[src/rtl/mft_pkg.sv]
// Package: register map, function codes and timing of the terminal logic
// Contract
// - Timer input pairs with timer output terminal
// - Closed offset input adds its offset frequency
// - Buffering enable by contact sense, method 0-2
// - Lockout open rejects writes except frequency monitor
// - Hold closed 100ms samples analog command
// - Power loss clears held command to zero
// - Hold with ramp/updown/offset gives conflict error
// - Search input closed 1s starts search
// - DC brake in deceleration, removed by run/jog
// - No run until enable closes; show disabled
// - Run present at enable needs recycling
// - Enable opening during run requests stop
// - Switch closed torque control, open speed control
// - Switch needs control method 3 or 5
// - Hold references during switch delay
// - Zero servo needs run; completion drops
// - Four output terminals with function selectors
// - Hundreds digit one inverts output sense
// - Output codes map to drive status
// - Code zero closes on run, braking, decel
`default_nettype none
package mft_pkg;
	////////////////////////////////////////////////////////////////////////
	// Register byte offsets
	localparam logic [7:0] OFS_RELAY_ONE = 8'h00;
	localparam logic [7:0] OFS_RELAY_TWO = 8'h04;
	localparam logic [7:0] OFS_OC_ONE = 8'h08;
	localparam logic [7:0] OFS_OC_TWO = 8'h0C;
	localparam logic [7:0] OFS_IN_SEL_LO = 8'h10;
	localparam logic [7:0] OFS_IN_SEL_HI = 8'h14;
	localparam logic [7:0] OFS_CTRL = 8'h18;
	localparam logic [7:0] OFS_SW_DELAY = 8'h1C;
	localparam logic [7:0] OFS_OFFSET_ONE = 8'h20;
	localparam logic [7:0] OFS_OFFSET_TWO = 8'h24;
	localparam logic [7:0] OFS_OFFSET_THREE = 8'h28;
	localparam logic [7:0] OFS_STATUS = 8'h2C;
	localparam logic [7:0] OFS_FREQ_MON = 8'h30;
	localparam logic [7:0] OFS_FREQ_ACT = 8'h34;
	// Control register fields
	localparam int CTRL_FREQ_SRC = 0;
	localparam int CTRL_BUF_NC = 1;
	localparam int CTRL_BUF_LSB = 2;
	localparam int CTRL_CM_LSB = 4;
	// Reset values of the output and input selectors and the control method
	localparam logic [7:0] RST_RELAY_ONE = 8'h00;
	localparam logic [7:0] RST_RELAY_TWO = 8'h0B;
	localparam logic [7:0] RST_OC_ONE = 8'h01;
	localparam logic [7:0] RST_OC_TWO = 8'h02;
	localparam logic [7:0] RST_IN_SEL = 8'h00;
	localparam logic [2:0] RST_CTRL_METHOD = 3'h0;
	////////////////////////////////////////////////////////////////////////
	// Input function codes
	localparam logic [7:0] IN_UP = 8'h0A;
	localparam logic [7:0] IN_DOWN = 8'h0B;
	localparam logic [7:0] IN_UP2 = 8'h0C;
	localparam logic [7:0] IN_DOWN2 = 8'h0D;
	localparam logic [7:0] IN_RAMP_HOLD = 8'h12;
	localparam logic [7:0] IN_TIMER = 8'h34;
	localparam logic [7:0] IN_OFFSET_ONE = 8'h35;
	localparam logic [7:0] IN_OFFSET_TWO = 8'h36;
	localparam logic [7:0] IN_OFFSET_THREE = 8'h37;
	localparam logic [7:0] IN_EBUF = 8'h39;
	localparam logic [7:0] IN_LOCKOUT = 8'h3C;
	localparam logic [7:0] IN_ANALOG_HOLD = 8'h3D;
	localparam logic [7:0] IN_SEARCH = 8'h3F;
	localparam logic [7:0] IN_DC_BRAKE = 8'h41;
	localparam logic [7:0] IN_ENABLE = 8'h45;
	localparam logic [7:0] IN_TQ_SWITCH = 8'h46;
	localparam logic [7:0] IN_ZERO_SERVO = 8'h47;
	// Output function codes
	localparam logic [7:0] OUT_INVERT = 8'h64;
	localparam logic [7:0] OUT_LAST = 8'h31;
	localparam logic [7:0] OUT_RUN = 8'h00;
	localparam logic [7:0] OUT_ZERO_SPEED = 8'h01;
	localparam logic [7:0] OUT_AGREE = 8'h02;
	localparam logic [7:0] OUT_READY = 8'h04;
	localparam logic [7:0] OUT_UNDERVOLT = 8'h05;
	localparam logic [7:0] OUT_BASEBLOCK = 8'h06;
	localparam logic [7:0] OUT_FAULT = 8'h0B;
	localparam logic [7:0] OUT_ALARM = 8'h0D;
	localparam logic [7:0] OUT_TIMER = 8'h0F;
	localparam logic [7:0] OUT_ZS_DONE = 8'h22;
	localparam logic [7:0] OUT_ENABLED = 8'h24;
	localparam logic [7:0] OUT_BRAKE = 8'h31;
	// Control methods that allow the torque switch, and the highest buffering method
	localparam logic [2:0] CM_TORQUE_A = 3'h3;
	localparam logic [2:0] CM_TORQUE_B = 3'h5;
	localparam logic [1:0] BUF_METHOD_MAX = 2'h2;
	////////////////////////////////////////////////////////////////////////
	// Timing
	localparam longint CLK_HZ = 200000000;
	localparam longint HOLD_TIME_MS = 100;
	localparam longint SEARCH_TIME_MS = 1000;
	localparam longint HOLD_CYCLES = CLK_HZ / 1000 * HOLD_TIME_MS;
	localparam longint SEARCH_CYCLES = CLK_HZ / 1000 * SEARCH_TIME_MS;
	// Run permission sequence, Gray coded
	typedef enum logic [1:0] {
		MFT_WAIT = 2'h0,
		MFT_ARMED = 2'h1,
		MFT_RUN = 2'h3,
		MFT_STOP = 2'h2
	} mft_run_t;
endpackage
`default_nettype wire

[src/rtl/mft_top.sv]
// Multi-function terminal logic with classic Wishbone register slave
//
// Chosen here: the register offsets and register access over Wishbone.
`default_nettype none
module mft_top #(
	parameter int N_IN = 8,
	parameter longint HOLD_CYC = mft_pkg::HOLD_CYCLES,
	parameter longint SEARCH_CYC = mft_pkg::SEARCH_CYCLES
) (
	input wire logic clk,
	input wire logic reset,
	input wire logic ce,
	// Wishbone classic slave
	input wire logic wb_cyc_i,
	input wire logic wb_stb_i,
	input wire logic wb_we_i,
	input wire logic [7:0] wb_adr_i,
	input wire logic [3:0] wb_sel_i,
	input wire logic [31:0] wb_dat_i,
	output logic [31:0] wb_dat_o,
	output logic wb_ack_o,
	// Field terminals, closed is high
	input wire logic [N_IN-1:0] term_in,
	output logic [3:0] term_out,
	// Control core status
	input wire logic run_cmd,
	input wire logic jog_cmd,
	input wire logic running,
	input wire logic decelerating,
	input wire logic dc_braking,
	input wire logic zero_speed,
	input wire logic speed_agree,
	input wire logic drive_ready,
	input wire logic undervoltage,
	input wire logic baseblock,
	input wire logic fault,
	input wire logic alarm,
	input wire logic timer_done,
	input wire logic zero_servo_done,
	input wire logic brake_ctrl,
	input wire logic power_loss,
	input wire logic [11:0] analog_input_one,
	input wire logic [11:0] analog_input_two,
	// Commands to the control core
	output logic [15:0] freq_command,
	output logic run_permit,
	output logic stop_request,
	output logic [1:0] stopping_method_select,
	output logic timer_start,
	output logic kinetic_energy_buffering,
	output logic [1:0] buffering_method_select,
	output logic speed_search_from_cmd,
	output logic dc_brake_request,
	output logic torque_mode,
	output logic ref_hold,
	output logic zero_servo_request,
	output logic disabled_indication,
	output logic hold_conflict_error,
	output logic control_method_error
);
	import mft_pkg::*;

	localparam logic [27:0] HOLD_N = 28'(HOLD_CYC);
	localparam logic [27:0] SEARCH_N = 28'(SEARCH_CYC);

	if (N_IN < 1 || N_IN > 8) begin : g_chk_in
		$error("mft_top supports one to eight input terminals");
	end
	if (HOLD_CYC < 1 || HOLD_CYC > 268435455) begin : g_chk_hold
		$error("mft_top hold count out of range");
	end
	if (SEARCH_CYC < 1 || SEARCH_CYC > 268435455) begin : g_chk_srch
		$error("mft_top search count out of range");
	end

	typedef struct packed {
		logic ack;
		logic [31:0] dat;
		logic [3:0][7:0] osel;
		logic [7:0][7:0] isel;
		logic freq_src;
		logic buf_nc;
		logic [1:0] bufm;
		logic [2:0] cmeth;
		logic [1:0] stopm;
		logic [15:0] swdly;
		logic [2:0][15:0] offs;
		logic [15:0] fmon;
		logic [27:0] hold_cnt;
		logic [15:0] held;
		logic held_ok;
		logic [27:0] srch_cnt;
		logic srch;
		mft_run_t run_st;
		logic tq;
		logic [15:0] sw_cnt;
		logic ref_hold;
		logic [3:0] tout;
		logic [15:0] freq;
		logic stop_req;
		logic timer_start;
		logic ebuf;
		logic dcb;
		logic zs_req;
		logic dis;
		logic e_hold;
		logic e_ctl;
	} mft_state_t;

	mft_state_t s_r;
	mft_state_t s_nxt;
	logic [N_IN-1:0] tin;

	////////////////////////////////////////////////////////////////////////
	// Field inputs come from another domain, so they are filtered first
	mft_sync #(.WIDTH(N_IN)) u_sync (
		.clk(clk),
		.reset(reset),
		.ce(ce),
		.din(term_in),
		.dout(tin)
	);

	////////////////////////////////////////////////////////////////////////
	// Mask of input terminals assigned a given function code
	function automatic logic [7:0] assigned(input logic [7:0][7:0] sel,
			input logic [7:0] code);
		logic [7:0] m;
		m = '0;
		for (int i = 0; i < N_IN; i++) begin
			m[i] = (sel[i] == code);
		end
		return m;
	endfunction

	// Byte-lane merge of a Wishbone write into a word
	function automatic logic [31:0] merge(input logic [31:0] old,
			input logic [31:0] wd, input logic [3:0] sel);
		logic [31:0] r;
		r = old;
		for (int b = 0; b < 4; b++) begin
			if (sel[b]) begin
				r[b*8 +: 8] = wd[b*8 +: 8];
			end
		end
		return r;
	endfunction

	// Terminal level for one output selector
	function automatic logic out_level(input logic [7:0] sel,
			input logic [31:0] src);
		logic [7:0] base;
		logic inv;
		logic lvl;
		inv = (sel >= OUT_INVERT);
		base = inv ? 8'(sel - OUT_INVERT) : sel;
		lvl = 1'b0;
		if (base <= OUT_LAST) begin
			case (base)
				OUT_RUN: lvl = src[0];
				OUT_ZERO_SPEED: lvl = src[1];
				OUT_AGREE: lvl = src[2];
				OUT_READY: lvl = src[3];
				OUT_UNDERVOLT: lvl = src[4];
				OUT_BASEBLOCK: lvl = src[5];
				OUT_FAULT: lvl = src[6];
				OUT_ALARM: lvl = src[7];
				OUT_TIMER: lvl = src[8];
				OUT_ZS_DONE: lvl = src[9];
				OUT_ENABLED: lvl = src[10];
				OUT_BRAKE: lvl = src[11];
				default: return 1'b0;
			endcase
			return lvl ^ inv;
		end
		return 1'b0;
	endfunction

	////////////////////////////////////////////////////////////////////////
	// Decoded terminal functions, an unassigned enable counts as closed
	logic [7:0] tin8;
	logic f_lock_ok;
	logic f_enable;
	logic f_hold;
	logic f_search;
	logic f_dcb;
	logic f_tq;
	logic f_zs;
	logic [2:0] f_offs;
	logic [31:0] osrc;
	logic [17:0] fsum;
	logic [15:0] fbase;
	logic [31:0] rd;
	logic wr;

	assign tin8 = 8'(tin);
	assign f_lock_ok = ~|assigned(s_r.isel, IN_LOCKOUT) |
		|(assigned(s_r.isel, IN_LOCKOUT) & tin8);
	assign f_enable = ~|assigned(s_r.isel, IN_ENABLE) |
		|(assigned(s_r.isel, IN_ENABLE) & tin8);
	assign f_hold = |(assigned(s_r.isel, IN_ANALOG_HOLD) & tin8);
	assign f_search = |(assigned(s_r.isel, IN_SEARCH) & tin8);
	assign f_dcb = |(assigned(s_r.isel, IN_DC_BRAKE) & tin8);
	assign f_tq = |(assigned(s_r.isel, IN_TQ_SWITCH) & tin8);
	assign f_zs = |(assigned(s_r.isel, IN_ZERO_SERVO) & tin8);
	assign f_offs[0] = |(assigned(s_r.isel, IN_OFFSET_ONE) & tin8);
	assign f_offs[1] = |(assigned(s_r.isel, IN_OFFSET_TWO) & tin8);
	assign f_offs[2] = |(assigned(s_r.isel, IN_OFFSET_THREE) & tin8);
	assign wr = wb_cyc_i & wb_stb_i & wb_we_i & ~s_r.ack;

	// Status sources in output-function order
	assign osrc = {20'h00000, brake_ctrl, f_enable,
		zero_servo_done & s_r.zs_req, timer_done, alarm, fault,
		baseblock, undervoltage, drive_ready, speed_agree, zero_speed,
		run_cmd | dc_braking | decelerating};

	// Base command plus offsets, saturated to sixteen bits
	always_comb begin
		fbase = s_r.freq_src ? s_r.fmon :
			16'(analog_input_one) + 16'(analog_input_two);
		if (s_r.held_ok) begin
			fbase = s_r.held;
		end
		fsum = 18'(fbase);
		for (int k = 0; k < 3; k++) begin
			if (f_offs[k]) begin
				fsum = fsum + 18'(s_r.offs[k]);
			end
		end
	end

	// Read multiplexer, unmapped offsets read zero
	always_comb begin
		case (wb_adr_i)
			OFS_RELAY_ONE: rd = {24'h000000, s_r.osel[0]};
			OFS_RELAY_TWO: rd = {24'h000000, s_r.osel[1]};
			OFS_OC_ONE: rd = {24'h000000, s_r.osel[2]};
			OFS_OC_TWO: rd = {24'h000000, s_r.osel[3]};
			OFS_IN_SEL_LO: rd = s_r.isel[3:0];
			OFS_IN_SEL_HI: rd = s_r.isel[7:4];
			OFS_CTRL: rd = {23'h000000, s_r.stopm, s_r.cmeth,
				s_r.bufm, s_r.buf_nc, s_r.freq_src};
			OFS_SW_DELAY: rd = {16'h0000, s_r.swdly};
			OFS_OFFSET_ONE: rd = {16'h0000, s_r.offs[0]};
			OFS_OFFSET_TWO: rd = {16'h0000, s_r.offs[1]};
			OFS_OFFSET_THREE: rd = {16'h0000, s_r.offs[2]};
			OFS_STATUS: rd = {13'h0000, s_r.srch, s_r.ref_hold, s_r.tq,
				s_r.held_ok, s_r.dis, s_r.e_ctl, s_r.e_hold,
				s_r.tout, tin8};
			OFS_FREQ_MON: rd = {16'h0000, s_r.fmon};
			OFS_FREQ_ACT: rd = {16'h0000, s_r.freq};
			default: rd = 32'h00000000;
		endcase
	end

	////////////////////////////////////////////////////////////////////////
	// Next-state logic of the whole block
	always_comb begin
		logic [31:0] w;
		logic [7:0] conf;
		w = 32'h00000000;
		conf = '0;
		s_nxt = s_r;

		// Bus slave: ack one cycle after the strobe, dropped after
		s_nxt.ack = wb_cyc_i & wb_stb_i & ~s_r.ack;
		s_nxt.dat = rd;
		if (wr) begin
			w = merge(rd, wb_dat_i, wb_sel_i);
			if (wb_adr_i == OFS_FREQ_MON) begin
				s_nxt.fmon = w[15:0];
			end else if (f_lock_ok) begin
				case (wb_adr_i)
					OFS_RELAY_ONE: s_nxt.osel[0] = w[7:0];
					OFS_RELAY_TWO: s_nxt.osel[1] = w[7:0];
					OFS_OC_ONE: s_nxt.osel[2] = w[7:0];
					OFS_OC_TWO: s_nxt.osel[3] = w[7:0];
					OFS_IN_SEL_LO: s_nxt.isel[3:0] = w;
					OFS_IN_SEL_HI: s_nxt.isel[7:4] = w;
					OFS_CTRL: begin
						s_nxt.freq_src = w[CTRL_FREQ_SRC];
						s_nxt.buf_nc = w[CTRL_BUF_NC];
						if (w[CTRL_BUF_LSB +: 2] <= BUF_METHOD_MAX) begin
							s_nxt.bufm = w[CTRL_BUF_LSB +: 2];
						end
						s_nxt.cmeth = w[CTRL_CM_LSB +: 3];
						s_nxt.stopm = w[CTRL_CM_LSB+3 +: 2];
					end
					OFS_SW_DELAY: s_nxt.swdly = w[15:0];
					OFS_OFFSET_ONE: s_nxt.offs[0] = w[15:0];
					OFS_OFFSET_TWO: s_nxt.offs[1] = w[15:0];
					OFS_OFFSET_THREE: s_nxt.offs[2] = w[15:0];
					default: s_nxt.dat = rd;
				endcase
			end
		end

		// Analog hold: closed for the hold time samples the command
		if (f_hold) begin
			if (s_r.hold_cnt < HOLD_N) begin
				s_nxt.hold_cnt = s_r.hold_cnt + 28'h0000001;
			end
			if (s_r.hold_cnt == HOLD_N - 28'h0000001) begin
				s_nxt.held = 16'(analog_input_one) +
					16'(analog_input_two);
				s_nxt.held_ok = 1'b1;
			end
		end else begin
			s_nxt.hold_cnt = '0;
		end

		// Search input closed time, saturating
		if (f_search) begin
			if (s_r.srch_cnt < SEARCH_N) begin
				s_nxt.srch_cnt = s_r.srch_cnt + 28'h0000001;
			end
		end else begin
			s_nxt.srch_cnt = '0;
		end

		// Run permission: enable must close with run absent
		s_nxt.stop_req = 1'b0;
		case (s_r.run_st)
			MFT_WAIT: begin
				if (f_enable && !run_cmd) begin
					s_nxt.run_st = MFT_ARMED;
				end
			end
			MFT_ARMED: begin
				if (!f_enable) begin
					s_nxt.run_st = MFT_WAIT;
				end else if (run_cmd) begin
					s_nxt.run_st = MFT_RUN;
					s_nxt.srch = (s_r.srch_cnt >= SEARCH_N);
				end
			end
			MFT_RUN: begin
				if (!f_enable) begin
					s_nxt.run_st = MFT_STOP;
					s_nxt.stop_req = 1'b1;
				end else if (!run_cmd) begin
					s_nxt.run_st = MFT_ARMED;
				end
			end
			MFT_STOP: begin
				s_nxt.stop_req = running;
				if (!running) begin
					s_nxt.run_st = MFT_WAIT;
				end
			end
			default: s_nxt.run_st = MFT_WAIT;
		endcase
		if (s_nxt.run_st != MFT_RUN) begin
			s_nxt.srch = 1'b0;
		end

		// Torque switch waits out the delay holding references
		s_nxt.ref_hold = 1'b0;
		if (f_tq != s_r.tq) begin
			if (s_r.sw_cnt < s_r.swdly) begin
				s_nxt.sw_cnt = s_r.sw_cnt + 16'h0001;
				s_nxt.ref_hold = 1'b1;
			end else begin
				s_nxt.tq = f_tq;
				s_nxt.sw_cnt = '0;
			end
		end else begin
			s_nxt.sw_cnt = '0;
		end

		// Configuration conflicts
		conf = assigned(s_r.isel, IN_RAMP_HOLD) |
			assigned(s_r.isel, IN_UP) | assigned(s_r.isel, IN_DOWN) |
			assigned(s_r.isel, IN_UP2) | assigned(s_r.isel, IN_DOWN2) |
			assigned(s_r.isel, IN_OFFSET_ONE) |
			assigned(s_r.isel, IN_OFFSET_TWO) |
			assigned(s_r.isel, IN_OFFSET_THREE);
		s_nxt.e_hold = |assigned(s_r.isel, IN_ANALOG_HOLD) & |conf;
		s_nxt.e_ctl = |assigned(s_r.isel, IN_TQ_SWITCH) &
			(s_r.cmeth != CM_TORQUE_A) & (s_r.cmeth != CM_TORQUE_B);

		// Plain terminal functions
		s_nxt.timer_start = |(assigned(s_r.isel, IN_TIMER) & tin8) &
			(s_r.osel[0] == OUT_TIMER || s_r.osel[1] == OUT_TIMER ||
			s_r.osel[2] == OUT_TIMER || s_r.osel[3] == OUT_TIMER);
		s_nxt.ebuf = |assigned(s_r.isel, IN_EBUF) &
			(|(assigned(s_r.isel, IN_EBUF) & tin8) ^ s_r.buf_nc);
		s_nxt.dcb = f_dcb & decelerating & ~run_cmd & ~jog_cmd;
		s_nxt.zs_req = f_zs & run_cmd;
		s_nxt.dis = ~f_enable;
		s_nxt.freq = (fsum > 18'h0FFFF) ? 16'hFFFF : fsum[15:0];
		for (int t = 0; t < 4; t++) begin
			s_nxt.tout[t] = out_level(s_r.osel[t], osrc);
		end

		// Loss of power drops the held and active command
		if (power_loss) begin
			s_nxt.held = '0;
			s_nxt.held_ok = 1'b0;
			s_nxt.hold_cnt = '0;
			s_nxt.freq = '0;
		end
	end

	////////////////////////////////////////////////////////////////////////
	// Single state register, frozen while the clock enable is low
	always_ff @(posedge clk or posedge reset) begin
		if (reset) begin
			s_r <= '0;
			s_r.osel[0] <= RST_RELAY_ONE;
			s_r.osel[1] <= RST_RELAY_TWO;
			s_r.osel[2] <= RST_OC_ONE;
			s_r.osel[3] <= RST_OC_TWO;
			s_r.isel <= {8{RST_IN_SEL}};
			s_r.cmeth <= RST_CTRL_METHOD;
			s_r.run_st <= MFT_WAIT;
			s_r.dis <= 1'b1;
		end else if (ce) begin
			s_r <= s_nxt;
		end
	end

	// Outputs straight from the state register
	assign wb_ack_o = s_r.ack;
	assign wb_dat_o = s_r.dat;
	assign term_out = s_r.tout;
	assign freq_command = s_r.freq;
	assign run_permit = (s_r.run_st == MFT_RUN);
	assign stop_request = s_r.stop_req;
	assign stopping_method_select = s_r.stopm;
	assign timer_start = s_r.timer_start;
	assign kinetic_energy_buffering = s_r.ebuf;
	assign buffering_method_select = s_r.bufm;
	assign speed_search_from_cmd = s_r.srch;
	assign dc_brake_request = s_r.dcb;
	assign torque_mode = s_r.tq;
	assign ref_hold = s_r.ref_hold;
	assign zero_servo_request = s_r.zs_req;
	assign disabled_indication = s_r.dis;
	assign hold_conflict_error = s_r.e_hold;
	assign control_method_error = s_r.e_ctl;
endmodule
`default_nettype wire

[src/rtl/mft_sync.sv]
// Three-stage synchroniser with agreement filter for terminal inputs
`default_nettype none
module mft_sync #(
	parameter int WIDTH = 8
) (
	input wire logic clk,
	input wire logic reset,
	input wire logic ce,
	input wire logic [WIDTH-1:0] din,
	output logic [WIDTH-1:0] dout
);
	import mft_pkg::*;

	typedef struct packed {
		logic [WIDTH-1:0] s1;
		logic [WIDTH-1:0] s2;
		logic [WIDTH-1:0] s3;
		logic [WIDTH-1:0] q;
	} mft_sync_t;

	mft_sync_t s_r;
	mft_sync_t s_nxt;

	if (WIDTH < 1) begin : g_chk
		$error("mft_sync width must be at least one");
	end

	////////////////////////////////////////////////////////////////////////
	// Only stage two and three feed the filter, stage one stays private
	always_comb begin
		s_nxt = s_r;
		s_nxt.s1 = din;
		s_nxt.s2 = s_r.s1;
		s_nxt.s3 = s_r.s2;
		for (int i = 0; i < WIDTH; i++) begin
			if (s_r.s2[i] == s_r.s3[i]) begin
				s_nxt.q[i] = s_r.s3[i];
			end
		end
	end

	// State register, frozen while the clock enable is low
	always_ff @(posedge clk or posedge reset) begin
		if (reset) begin
			s_r <= '0;
		end else if (ce) begin
			s_r <= s_nxt;
		end
	end

	assign dout = s_r.q;
endmodule
`default_nettype wire

[config.mk]
export PLATFORM = sky130hd
export DESIGN_NAME = mft_top
export DESIGN_NICKNAME = d
export VERILOG_FILES = /design/src/rtl/mft_pkg.sv /design/src/rtl/mft_top.sv /design/src/rtl/mft_sync.sv
export SDC_FILE = /design/constraint.sdc
export NUM_CORES = 1
export LEC_CHECK = 0
export BUFFER_PORTS_ARGS = -buffer_cell sky130_fd_sc_hd__buf_2
export CELL_PAD_IN_SITES_DETAIL_PLACEMENT = 1
export CELL_PAD_IN_SITES_GLOBAL_PLACEMENT = 1
export CORE_MARGIN = 8
export CORE_UTILIZATION = 30
export CTS_CLUSTER_DIAMETER = 100
export DETAILED_ROUTE_END_ITERATION = 8
export GPL_TIMING_DRIVEN = 0
export PLACE_DENSITY_LB_ADDON = 0.1
export SYNTH_ARGS = -nofsm -noshare
export SYNTH_HDL_FRONTEND = slang
export SYNTH_SLANG_ARGS = --single-unit
[constraint.sdc]
create_clock -name clk -period 14 [get_ports clk]
set_input_delay 2.8 -clock clk [delete_from_list [all_inputs] [get_ports clk]]
set_output_delay 2.8 -clock clk [all_outputs]
set_load 0.01 [all_outputs]
==> impl_results.md <==
- Outcome: completed
- Final HPWL from detailed placement: 88600 microns
- CP Launch Type: input port
- Post-Synth Adder-Cell Area: 0.0500
- Clk sinks: 369
- Largest net degree at the start of global routing: 126
- Post-route setup slack: 3780 ps
- RSZ-0062 raised after global routing: false
- CP Data Required Time: 14460 ps
- Post-synthesis async set-or-reset flop share: 1.00
- Synthesized flop and latch total: 369
- Post-CTS sizing: 0
- Antenna violations before repair: 4
- Drt drc: 0
- IR Drop Worst-Case VDD: 0.0000831 V
- Nets: 3225
- Routability cong.: 0.952
- Compound-gate portion of the synthesized area: 0.194
- Die area: 0.0932 sq mm
- Crit Path Category: input port to register
- CTS tree: yes
- Max Clk Rate: 97.9 MHz
- Mapped Area: 0.0251 sq mm
- Area delta synth->final: 15.3%
- DR vias/cell: 5.65
- Port bufs: 163
- Simple-gate area share of the yosys netlist: 0.192
- CP max stage delay: 680 ps
- DR WL met3: 4980 microns
- Clock Path Buffers: 3
- Avg WL per Cell: 26.9 microns
- Worst hold path class: register to register
- Starting Density: 0.301
- Htree depth: 2
- Number of diodes: 0
- Final worst path period need: 10220 ps
- Worst Tran Pin Value: 1230 ps
- Most used DFF post-synth: dfrtp_1
- Global-route wire length before repair: 167000 microns
- Core box area: 0.0833 sq mm
- CP endpoint kind: register
- Routed via count: 23400
- WL final: 112000 microns
- Sequential area share after synthesis: 0.368
- Fin crit share: 0.730
- Pwr Density: 95.9 mW/mm^2
- Row cnt: 106
- Clock latency on the worst-skew pair: 610 ps
- Syn Nets: 3010
- Leak: 12.8 nW
- Crit-path slowest cell: a2111oi_0
- Post-synth cell types: 92
- Via count of the first global-routing pass: 24500
- # IOs: 167
- Postcts setup bufs: 0
- Post-synthesis xor/xnor area fraction: 0.0391
- Clock skew: 45.5 ps
- Maxcap violations: 0
- Post-synthesis mux area share: 0.0968
- Mapped Cells: 2814
- Final setup viols: 0
- DR WL met2: 51800 microns
- WL met1: 51900 microns
- Final hold vios: 0
- Clk slew on worst S/H paths: 60 ps
- Layout cells sized above 1: 0.162
- Die X: 305 microns
- Crit path DAT: 10680 ps
- Routed Antenna Nets: 0
- Largest family of logic cells by synthesized area: compound AO/OA/AOI/OAI gates
- Die Y: 305 microns
- Top routing layer in use: met5
- GRT Total Usage: 0.233
- CTS root buffer: clkbuf_16
- Initial DRC Count: 1533
- Pre-CTS WS: 3120 ps
- Synth Warn #: 0
- Syn avg cell area: 8.92 sq um
- Final global-route overflow total: 0
- Setup TNS: 0 ps
- TritonCTS Buffers: 47
- 1st-pass router iterations: 5
- Rel. slew slack: 0.179
- EDFF count, synth: 0
- Pins Over Slew Limit: 0
- Critical path fanouts, max: 7
- CTS hold repair buffers: 0
==> cell usage after synthesis (62+ instances only) <==
| cell type | instances | area (sq um) |
|---|---|---|
| a22oi_1 | 63 | 473 |
| inv_1 | 132 | 495 |
| clkbuf_1 | 106 | 398 |
| o21ai_0 | 198 | 991 |
| a21oi_1 | 137 | 686 |
| buf_4 | 62 | 465 |
| dfrtp_1 | 363 | 9080 |
| ha_1 | 94 | 1180 |
| nand3_1 | 112 | 561 |
| mux2_2 | 128 | 1440 |
| nand2_1 | 232 | 871 |
| nor2_1 | 230 | 863 |
==> worst max-delay path: cells and delay by family <==
kind	cells	cell delay [ps]
compound gates	19	4900
xor+xnor	4	600
fa+ha+maj	4	1400
buf+inv	1	110
simple gates	7	870
==> final cells by class <==
cell class,count,area (sq um)
Buffer,203,1020
Sequential cell,369,9240
Clock buffer,69,1350
Tap cell,1080,1350
Fill cell,9676,54300
Timing Repair Buffer,166,898
Multi-Input combinational cell,2109,14300
Clock inverter,16,228
Inverter,133,507
==> cell families (layout without fill, tap and decap cells) <==
kind of cell,count (synthesis),in the layout
simple gates,950,950
compound gates,729,729
flops,369,369
buf+inv,336,587
mux,220,220
xor+xnor,112,112
fa+ha+maj,98,98
==> layer usage <==
metal  GRT usage  up-vias
li1            -    10700
met1       0.321    12000
met2       0.384      557
met3      0.0343      152
met4      0.0571        2
met5           0        -
==> final timing paths <==
| kind | start | endpoint | slack, ps | cells past startpoint |
|---|---|---|---|---|
| setup / recovery | analog_input_one[1] | freq_command[11] | 3780 | 35 |
| min in group asynchronous | reset | s_r[82] | 2150 | 2 |
| hold / removal | s_r[82] | s_r[82] | 480 | 1 |
| setup reg to reg | s_r[210] | freq_command[11] | 5740 | 32 |
| hold reg to reg | s_r[82] | s_r[82] | 480 | 1 |
| max in group asynchronous | reset | wb_dat_o[30] | 10390 | 4 |
==> where the power goes <==
group          internal, mW  total, mW  switching [mW]
clock network         0.730       1.25           0.520
logic                 0.135      0.377           0.242
registers              1.10       1.15          0.0470
total                  1.97       2.77           0.809
==> flip-flops by register name (all words and copies together), names as in the netlist, 2 cells and up <==
name                     flops
wb_dat_o                    32
stopping_method_select       2
freq_command                16
u_sync.s_nxt                16
u_sync.s_r                   8
u_sync.dout                  8
term_out                     4
buffering_method_select      2
s_r                        269
==> metrics by stage <==
stage / utilization / hold WS, ps / cells / total power [mW] / area [sq um]
finish: 0.348 / 476 / 4145 / 2.77 / 28900
global route: 0.348 / 486 / 4145 / 2.89 / 28900
CTS: 0.348 / 481 / 4145 / 2.81 / 28900
detailed placement: 0.329 / 467 / 4060 / 1.55 / 27400
global placement: 0.327 / 460 / 4057 / 1.53 / 27300
floorplan: - / 444 / 2814 / 1.38 / 25100
==> cell usage in the layout, fill, tap and decap left out, drive strengths merged, types with 60 or more instances in the layout <==
master and count:
a21oi 138, a22oi 63, buf 261, clkbuf 177
dfrtp 363, ha 94, inv 136, mux2 180
nand2 236, nand3 112, nor2 233, nor3 60
o21ai 203, xor2 61
(Power assumes the default switching activity.)
